File: src/pmc_pkg.sv
// Constants and types of the PLL loop and modulator configuration bank.
package pmc_pkg;

  // ----------------------------------------------------------------
  // Serial interface and register map
  // ----------------------------------------------------------------
  // Target address of the serial port; the value is arbitrary.
  localparam logic [6:0] DEV_ADDR = 7'h5a;
  localparam logic [7:0] OFS_MOD_CTRL = 8'h21;
  localparam logic [7:0] OFS_PLL_CTRL_FIRST = 8'h22;
  localparam logic [7:0] OFS_PLL_CTRL_SECOND = 8'h23;
  localparam logic [7:0] OFS_LF_R2 = 8'h24;
  localparam logic [7:0] OFS_LF_C1 = 8'h25;
  localparam int REG_COUNT = 5;
  localparam logic [7:0] REG_COUNT_B = 8'h05;
  localparam logic [3:0] BITS_PER_BYTE = 4'h8;

  // Reset values are the factory defaults; write and read masks per register.
  localparam logic [REG_COUNT-1:0][7:0] RST_VAL = {8'h00, 8'h28, 8'h03, 8'h28, 8'h0c};
  localparam logic [REG_COUNT-1:0][7:0] WR_MASK = {8'h07, 8'hff, 8'h74, 8'hef, 8'h0f};
  localparam logic [REG_COUNT-1:0][7:0] RD_MASK = {8'h07, 8'hff, 8'h77, 8'hef, 8'h0f};

  // ----------------------------------------------------------------
  // Field positions and codes
  // ----------------------------------------------------------------
  localparam int DITHER_LSB = 2;
  localparam int ORDER_LSB = 0;
  localparam int DOUBLER_BIT = 5;
  localparam int CP_LSB = 0;
  localparam int DELAY_LSB = 4;
  localparam int C3_BIT = 2;
  localparam int C1_LSB = 0;
  localparam logic [1:0] DITHER_WEAK = 2'h0;
  localparam logic [1:0] DITHER_OFF = 2'h3;
  localparam logic [1:0] ORDER_INTEGER = 2'h0;
  localparam logic [1:0] ORDER_THIRD = 2'h3;
  localparam logic [3:0] CP_1P6_MA = 4'h4;
  localparam logic [3:0] CP_6P4_MA = 4'h8;
  localparam logic [2:0] DELAY_NONE = 3'h0;
  localparam logic [2:0] DELAY_FIRST_50MHZ = 3'h4;
  localparam logic [8:0] C1_BASE_PF = 9'h005;
  localparam logic [8:0] C1_STEP_PF = 9'h032;

  // ----------------------------------------------------------------
  // Types
  // ----------------------------------------------------------------
  typedef enum logic [3:0] {
    ST_IDLE = 4'h0,
    ST_DEV = 4'h1,
    ST_DEV_ACK = 4'h3,
    ST_PTR = 4'h2,
    ST_PTR_ACK = 4'h6,
    ST_WR = 4'h7,
    ST_WR_ACK = 4'h5,
    ST_RD = 4'h4,
    ST_RD_ACK = 4'hc
  } pmc_fsm_t;

  typedef struct packed {
    logic dither_enable;
    logic dither_reserved;
    logic integer_mode;
    logic third_order;
    logic order_reserved;
    logic doubler_enable;
    logic [3:0] charge_pump_current_select;
    logic charge_pump_current_reserved;
    logic [2:0] charge_pump_delay_select;
    logic delay_for_50mhz;
    logic third_capacitor_enable;
    logic [7:0] loop_resistor_two_code;
    logic [8:0] c1_picofarads;
    logic [21:0] modulator_numerator;
  } pmc_pll_cfg_t;

  typedef struct packed {
    pmc_fsm_t fsm;
    logic scl_q;
    logic sda_q;
    logic [7:0] shift;
    logic [3:0] bitcnt;
    logic rw;
    logic nack;
    logic [7:0] ptr;
    logic sda_oe;
    logic sda_out;
    logic [REG_COUNT-1:0][7:0] regs;
    pmc_pll_cfg_t cfg;
  } pmc_state_t;

endpackage

File: src/pmc_sync.sv
// Two-flop synchroniser for the serial port pins.
`timescale 1ns/10ps
module pmc_sync #(
  parameter int W = 2
) (
  input wire logic sys_clk,
  input wire logic sys_rst,
  input wire logic [W-1:0] async_in,
  output logic [W-1:0] sync_out
);

  logic [W-1:0] meta_r;

  // The idle serial bus is high, so both stages reset high.
  always_ff @(posedge sys_clk or posedge sys_rst) begin
    if (sys_rst) begin
      meta_r <= '1;
      sync_out <= '1;
    end else begin
      meta_r <= async_in;
      sync_out <= meta_r;
    end
  end

endmodule // pmc_sync

File: src/pmc_decode.sv
// Decoder from stored register bytes to PLL control fields.
`timescale 1ns/10ps
module pmc_decode (
  input wire logic [pmc_pkg::REG_COUNT-1:0][7:0] regs,
  input wire logic [21:0] frac_numerator,
  output pmc_pkg::pmc_pll_cfg_t cfg
);

  logic [1:0] dither;
  logic [1:0] order;
  logic [2:0] c1_code;

  always_comb begin
    dither = regs[0][pmc_pkg::DITHER_LSB +: 2];
    order = regs[0][pmc_pkg::ORDER_LSB +: 2];
    c1_code = regs[4][pmc_pkg::C1_LSB +: 3];
    cfg.dither_enable = (dither == pmc_pkg::DITHER_WEAK);
    cfg.dither_reserved = (dither != pmc_pkg::DITHER_WEAK) && (dither != pmc_pkg::DITHER_OFF);
    cfg.integer_mode = (order == pmc_pkg::ORDER_INTEGER);
    cfg.third_order = (order == pmc_pkg::ORDER_THIRD);
    cfg.order_reserved = !cfg.integer_mode && !cfg.third_order;
    cfg.doubler_enable = regs[1][pmc_pkg::DOUBLER_BIT];
    cfg.charge_pump_current_select = regs[1][pmc_pkg::CP_LSB +: 4];
    cfg.charge_pump_current_reserved = (cfg.charge_pump_current_select != pmc_pkg::CP_1P6_MA) &&
                                       (cfg.charge_pump_current_select != pmc_pkg::CP_6P4_MA);
    cfg.charge_pump_delay_select = regs[2][pmc_pkg::DELAY_LSB +: 3];
    cfg.delay_for_50mhz = (cfg.charge_pump_delay_select >= pmc_pkg::DELAY_FIRST_50MHZ);
    cfg.third_capacitor_enable = regs[2][pmc_pkg::C3_BIT];
    cfg.loop_resistor_two_code = regs[3];
    cfg.c1_picofarads = pmc_pkg::C1_BASE_PF + pmc_pkg::C1_STEP_PF * {6'h00, c1_code};
    // Integer mode ignores the fraction, so the modulator sees zero.
    cfg.modulator_numerator = cfg.integer_mode ? 22'h000000 : frac_numerator;
  end

endmodule // pmc_decode

File: src/pmc_top.sv
// Serial-port register bank for PLL loop filter and modulator settings.
`timescale 1ns/10ps
module pmc_top (
  input wire logic sys_clk,
  input wire logic sys_rst,
  input wire logic scl_pin,
  input wire logic sda_pin_in,
  output logic sda_pin_out,
  output logic sda_pin_oe,
  input wire logic [21:0] frac_numerator,
  output pmc_pkg::pmc_pll_cfg_t pll_cfg
);

  // ----------------------------------------------------------------
  // Pin synchronisation
  // ----------------------------------------------------------------
  logic [1:0] pins_sync;
  logic scl_s;
  logic sda_s;

  pmc_sync #(
    .W(2)
  ) u_sync (
    .sys_clk(sys_clk),
    .sys_rst(sys_rst),
    .async_in({scl_pin, sda_pin_in}),
    .sync_out(pins_sync)
  );

  assign scl_s = pins_sync[1];
  assign sda_s = pins_sync[0];

  // ----------------------------------------------------------------
  // State and field decode
  // ----------------------------------------------------------------
  pmc_pkg::pmc_state_t st_r;
  pmc_pkg::pmc_state_t st_nxt;
  pmc_pkg::pmc_pll_cfg_t cfg_dec;

  pmc_decode u_decode (
    .regs(st_r.regs),
    .frac_numerator(frac_numerator),
    .cfg(cfg_dec)
  );

  // ----------------------------------------------------------------
  // Register access helpers
  // ----------------------------------------------------------------
  function automatic logic ptr_hit(input logic [7:0] p);
    logic [7:0] idx;
    idx = p - pmc_pkg::OFS_MOD_CTRL;
    return (p >= pmc_pkg::OFS_MOD_CTRL) && (idx < pmc_pkg::REG_COUNT_B);
  endfunction

  // Unmapped offsets and reserved bits read as zero, except the
  // fixed pair in the second control register which reads three.
  function automatic logic [7:0] rd_byte(input logic [7:0] p,
                                         input logic [pmc_pkg::REG_COUNT-1:0][7:0] r);
    logic [7:0] idx;
    logic [7:0] val;
    idx = p - pmc_pkg::OFS_MOD_CTRL;
    val = 8'h00;
    for (int i = 0; i < pmc_pkg::REG_COUNT; i++) begin
      if (ptr_hit(p) && idx == 8'(i)) begin
        val = r[i] & pmc_pkg::RD_MASK[i];
      end
    end
    return val;
  endfunction

  logic scl_rise;
  logic scl_fall;
  logic start_cond;
  logic stop_cond;
  logic [7:0] rd_now;
  logic [7:0] wr_idx;

  always_comb begin
    scl_rise = scl_s && !st_r.scl_q;
    scl_fall = !scl_s && st_r.scl_q;
    start_cond = scl_s && st_r.scl_q && st_r.sda_q && !sda_s;
    stop_cond = scl_s && st_r.scl_q && !st_r.sda_q && sda_s;
    rd_now = rd_byte(st_r.ptr, st_r.regs);
    wr_idx = st_r.ptr - pmc_pkg::OFS_MOD_CTRL;
  end

  // ----------------------------------------------------------------
  // Serial protocol engine
  // ----------------------------------------------------------------
  // The target drives SDA only low; the enable is the whole story and
  // the data bit stays zero. Changes happen on SCL falling edges so that
  // SDA is stable while SCL is high.
  always_comb begin
    st_nxt = st_r;
    st_nxt.scl_q = scl_s;
    st_nxt.sda_q = sda_s;
    st_nxt.sda_out = 1'b0;
    st_nxt.cfg = cfg_dec;
    if (start_cond) begin
      st_nxt.fsm = pmc_pkg::ST_DEV;
      st_nxt.bitcnt = 4'h0;
      st_nxt.sda_oe = 1'b0;
    end else if (stop_cond) begin
      st_nxt.fsm = pmc_pkg::ST_IDLE;
      st_nxt.sda_oe = 1'b0;
    end else begin
      unique case (st_r.fsm)
        pmc_pkg::ST_IDLE: begin
          st_nxt.sda_oe = 1'b0;
        end
        pmc_pkg::ST_DEV, pmc_pkg::ST_PTR, pmc_pkg::ST_WR: begin
          if (scl_rise) begin
            st_nxt.shift = {st_r.shift[6:0], sda_s};
            st_nxt.bitcnt = st_r.bitcnt + 4'h1;
          end else if (scl_fall && st_r.bitcnt == pmc_pkg::BITS_PER_BYTE) begin
            st_nxt.bitcnt = 4'h0;
            st_nxt.sda_oe = 1'b1;
            if (st_r.fsm == pmc_pkg::ST_DEV) begin
              if (st_r.shift[7:1] == pmc_pkg::DEV_ADDR) begin
                st_nxt.rw = st_r.shift[0];
                st_nxt.fsm = pmc_pkg::ST_DEV_ACK;
              end else begin
                // Another target is addressed; stay off the bus.
                st_nxt.sda_oe = 1'b0;
                st_nxt.fsm = pmc_pkg::ST_IDLE;
              end
            end else if (st_r.fsm == pmc_pkg::ST_PTR) begin
              st_nxt.ptr = st_r.shift;
              st_nxt.fsm = pmc_pkg::ST_PTR_ACK;
            end else begin
              for (int i = 0; i < pmc_pkg::REG_COUNT; i++) begin
                if (ptr_hit(st_r.ptr) && wr_idx == 8'(i)) begin
                  st_nxt.regs[i] = (st_r.regs[i] & ~pmc_pkg::WR_MASK[i]) |
                                   (st_r.shift & pmc_pkg::WR_MASK[i]);
                end
              end
              st_nxt.ptr = st_r.ptr + 8'h01;
              st_nxt.fsm = pmc_pkg::ST_WR_ACK;
            end
          end
        end
        pmc_pkg::ST_DEV_ACK: begin
          if (scl_fall) begin
            if (st_r.rw) begin
              st_nxt.shift = rd_now;
              st_nxt.sda_oe = !rd_now[7];
              st_nxt.bitcnt = 4'h1;
              st_nxt.fsm = pmc_pkg::ST_RD;
            end else begin
              st_nxt.sda_oe = 1'b0;
              st_nxt.fsm = pmc_pkg::ST_PTR;
            end
          end
        end
        pmc_pkg::ST_PTR_ACK, pmc_pkg::ST_WR_ACK: begin
          if (scl_fall) begin
            st_nxt.sda_oe = 1'b0;
            st_nxt.bitcnt = 4'h0;
            st_nxt.fsm = pmc_pkg::ST_WR;
          end
        end
        pmc_pkg::ST_RD: begin
          if (scl_fall) begin
            if (st_r.bitcnt == pmc_pkg::BITS_PER_BYTE) begin
              st_nxt.sda_oe = 1'b0;
              st_nxt.ptr = st_r.ptr + 8'h01;
              st_nxt.fsm = pmc_pkg::ST_RD_ACK;
            end else begin
              st_nxt.shift = {st_r.shift[6:0], 1'b0};
              st_nxt.sda_oe = !st_r.shift[6];
              st_nxt.bitcnt = st_r.bitcnt + 4'h1;
            end
          end
        end
        pmc_pkg::ST_RD_ACK: begin
          if (scl_rise) begin
            st_nxt.nack = sda_s;
          end else if (scl_fall) begin
            if (st_r.nack) begin
              // Controller ended the read; wait for stop or restart.
              st_nxt.fsm = pmc_pkg::ST_IDLE;
            end else begin
              st_nxt.shift = rd_now;
              st_nxt.sda_oe = !rd_now[7];
              st_nxt.bitcnt = 4'h1;
              st_nxt.fsm = pmc_pkg::ST_RD;
            end
          end
        end
        default: begin
          st_nxt.fsm = pmc_pkg::ST_IDLE;
          st_nxt.sda_oe = 1'b0;
        end
      endcase
    end
  end

  // ----------------------------------------------------------------
  // State register
  // ----------------------------------------------------------------
  // Reset loads the stored defaults; the decoded fields follow one
  // cycle later, so the reset image of cfg is the decode of the defaults.
  always_ff @(posedge sys_clk or posedge sys_rst) begin
    if (sys_rst) begin
      st_r.fsm <= pmc_pkg::ST_IDLE;
      st_r.scl_q <= 1'b1;
      st_r.sda_q <= 1'b1;
      st_r.shift <= 8'h00;
      st_r.bitcnt <= 4'h0;
      st_r.rw <= 1'b0;
      st_r.nack <= 1'b0;
      st_r.ptr <= 8'h00;
      st_r.sda_oe <= 1'b0;
      st_r.sda_out <= 1'b0;
      st_r.regs <= pmc_pkg::RST_VAL;
      st_r.cfg.dither_enable <= 1'b0;
      st_r.cfg.dither_reserved <= 1'b0;
      st_r.cfg.integer_mode <= 1'b1;
      st_r.cfg.third_order <= 1'b0;
      st_r.cfg.order_reserved <= 1'b0;
      st_r.cfg.doubler_enable <= 1'b1;
      st_r.cfg.charge_pump_current_select <= pmc_pkg::CP_6P4_MA;
      st_r.cfg.charge_pump_current_reserved <= 1'b0;
      st_r.cfg.charge_pump_delay_select <= pmc_pkg::DELAY_NONE;
      st_r.cfg.delay_for_50mhz <= 1'b0;
      st_r.cfg.third_capacitor_enable <= 1'b0;
      st_r.cfg.loop_resistor_two_code <= pmc_pkg::RST_VAL[3];
      st_r.cfg.c1_picofarads <= pmc_pkg::C1_BASE_PF;
      st_r.cfg.modulator_numerator <= 22'h000000;
    end else begin
      st_r <= st_nxt;
    end
  end

  assign sda_pin_out = st_r.sda_out;
  assign sda_pin_oe = st_r.sda_oe;
  assign pll_cfg = st_r.cfg;

endmodule // pmc_top

File: config.mk
export PLATFORM = sky130hd
export DESIGN_NAME = pmc_top
export DESIGN_NICKNAME = d
export VERILOG_FILES = /design/src/pmc_pkg.sv /design/src/pmc_sync.sv /design/src/pmc_decode.sv /design/src/pmc_top.sv
export SDC_FILE = /design/constraint.sdc
export NUM_CORES = 1
export LEC_CHECK = 0
export BUFFER_PORTS_ARGS = -buffer_cell sky130_fd_sc_hd__buf_2
export CORE_UTILIZATION = 58
export DETAILED_ROUTE_END_ITERATION = 7
export GPL_TIMING_DRIVEN = 0
export PLACE_DENSITY = 0.8
export SYNTH_ARGS = -nofsm -noshare
export SYNTH_HDL_FRONTEND = slang
export SYNTH_HIERARCHICAL = 1
export SYNTH_SLANG_ARGS = --single-unit
File: constraint.sdc
create_clock -name sys_clk -period 4 [get_ports sys_clk]
set_input_delay 0.6 -clock sys_clk [delete_from_list [all_inputs] [get_ports sys_clk]]
set_output_delay 0.6 -clock sys_clk [all_outputs]
set_load 0.1 [all_outputs]
==> impl_summary.txt <==
----------------------------------------------------
[Clock tree]
  Number of H-tree levels ... 4
  Post-CTS clock slew at the launch and capture registers of the worst setup and hold paths ... around 60 ps
  Cell at the root of the clock tree ... clkbuf_8
  Number of buffers added for setup after CTS ... 0
  Cts hold-fix bufs ... 0
  Inserted Clock Buffers ... 17
  CTS tree ... yes
  Clock latency on the worst-skew pair ... ~520 ps
  Resized cells post-CTS ... 0
  TritonCTS sink count ... around 110
  Deepest clock path buffer count ... 2

[Route]
  Final routed wirelength across all metal layers ... approximately 12 mm
  Post-DR vias/cell ... about 5.5
  DRC violations left ... 0
  Routed via count ... ~4400
  DR iter-0 viols ... around 230
  DR pass1 iterations ... 5
  Post-detailed-route wirelength per cell ... 15.5 um
  Count of antenna-violating nets left after detailed routing ... 0

[Finish]
  Area of all sequential standard cells ... approximately 2900 sq um
  Area of the multi-input gates ... between 2000 and 2500 sq um
  Final net count ... 697
  ANT cells ... 0
  Post-Layout Inst Area ... 7140 sq um
  Layout filler cell count ... roughly 670
  Fraction of layout cells with a size suffix above 1 ... 0.424
  Final cell count without fillers ... 800
  Final cell utilization of the core ... 0.724
  Area grow syn2layout ... 19.8%

[Global routing]
  Total routing resource utilization after global routing ... 0.253
  Vias in the first global route ... 4202
  Aggregate global routing overflow ... 0
  First-pass GRT wire length ... approximately 20 mm
  Number of antenna violations at the first check in global routing ... 0
  Largest net degree at the start of global routing ... a little over 60

[Logic synthesis]
  Post-Syn Area ... 5960 sq um
  Syn avg cell area ... between 10 and 15 sq um
  Net Count, Synth ... slightly below 600
  Synthesized instance count ... between 500 and 600
  Count of synthesis-stage warnings from yosys ... 6

[Power and ir drop]
  Total power ... 2.89 mW
  Lkg Pwr ... roughly 3.6 nW
  P per Cell Area ... 404 nW/um^2
  Worst VDD drop ... about 0.26 mV

[Setup path]
  Critical path peak fanout ... 12
  Startpoint-to-endpoint class of the critical path ... reg -> reg
  Sort of element at the end of the critical path ... flip-flop
  Delay of the slowest cell on the worst path ... 570 ps
  Endpoint arrival time on the critical path ... roughly 3300 ps
  Critical-path cell list ... inv_1 -> ha_1 -> buf_2 -> a2bb2oi_1 -> a21oi_1 -> a41oi_1 -> nor4_4 -> nand3_1 -> mux2_2
  Startpoint Class ... flip-flop
  Worst Path Required ... 4400 ps
  R2R depth ... 9
  Slowest library cell on the worst path ... dfrtp_1

[STA]
  Count of final hold-check violations ... 0
  Rel. slew slack ... 0.151
  Setup repair after global routing missed its margin ... false
  Highest achievable clock rate ... ~0.35 GHz
  Share of the clock period used by the worst path ... 0.714
  Setup tns final ... 0 ps
  Slew @ Worst Pin ... roughly 1300 ps
  Count of final max-slew check failures ... 0
  Fin crit period ... 2860 ps
  Total of endpoints with negative setup slack in the final report ... 0
  Min Hold Slack ... ~180 ps
  Worst setup margin ... 1140 ps
  Maximum clock skew at final layout ... roughly 12 ps

[Floorplan]
  Vertical die dimension ... between 100 and 150 um
  Core Region ... 9860 sq um
  Chip width ... about 100 um
  Area enclosed by the die boundary ... ~11000 sq um
  Num rows ... 36
  I/O pin count ... 83
  Initial Utilization ... 0.604

[Placed design]
  Pre-CTS setup slack ... around 1200 ps
  Port bufs ... 81
  Area post-placement ... around 6600 sq um
  Placer Congestion ... about 0.97
  Number of cells in the design after placement ... about 770
  Post-detail-place hpwl ... a little under 9 mm

[Run status]
  Status ... completed

[Flow run]
  Total of max-cap violations ... 0

[Hold path]
  Kind of path behind the tightest hold check ... in -> async

----------------------------------------------------
[registers in the layout, indices dropped and copies added (netlist names)]
register and flops:
pll_cfg 55, sda_pin_oe 1, st_r 54, u_sync/meta_r 2
u_sync/sync_out 2
[metal layers]
layer	track usage	share of wire
met4	0.134	0.030
met2	0.420	0.49
met1	0.312	0.42
met5	0	0
met3	0.0517	0.055
[power breakdown]
group	switching (mW)	total (mW)	internal, mW
clock	0.521	1.44	0.917
sequential	0.0732	1.26	1.19
combinational	0.100	0.185	0.0849
total	0.694	2.89	2.19
[worst paths after layout]
kind / end / from / slack (ps)
worst max-delay path: st_r[76] / st_r[97] / 1140
worst min-delay path: u_sync/sync_out[0] / sys_rst / 180
worst max register to register: st_r[76] / st_r[97] / 1140
worst min register to register: u_sync/sync_out[1] / u_sync/meta_r[1] / 360
max in group asynchronous: pll_cfg[22] / sys_rst / 3040
min in group sys_clk: u_sync/meta_r[0] / sda_pin_in / 180
[final cells by class]
| class | count | share of cell area |
|---|---|---|
| buffer | 96 | 0.0913 |
| clock buffer | 20 | 0.0624 |
| clock inverter | 12 | 0.0187 |
| inverter | 21 | 0.0114 |
| multi-input combinational | 322 | 0.329 |
| sequential | 114 | 0.403 |
| tap | 133 | 0.0233 |
| timing repair buffer | 82 | 0.0606 |
[critical path: cells and delay by family, from the launching register on]
family,cells,cell delay [ps]
buf+inv,2,290
fa+ha+maj,1,210
simple gates,2,860
compound gates,3,440
flops,1,570
mux,1,360
[cell usage in the layout, fill, tap and decap left out, types with 4 or more instances in the layout]
master	count
dfrtp_1	95
buf_2	89
buf_4	75
mux2_2	37
a21oi_1	29
nand2_1	29
nor2_1	25
o21ai_0	21
inv_1	20
dfstp_2	19
and2b_2	19
ha_1	17
clkbuf_16	16
clkbuf_1	14
nand3_1	14
nor3_1	10
nor2b_1	10
nand2b_1	6
a22o_1	6
clkinvlp_4	5
nand3b_1	4
a31oi_1	4
xor2_1	4
or3_1	4
nand4b_1	4
a221o_1	4
xnor2_1	4
o31ai_1	4
Power figures use the tool's default switching activity.
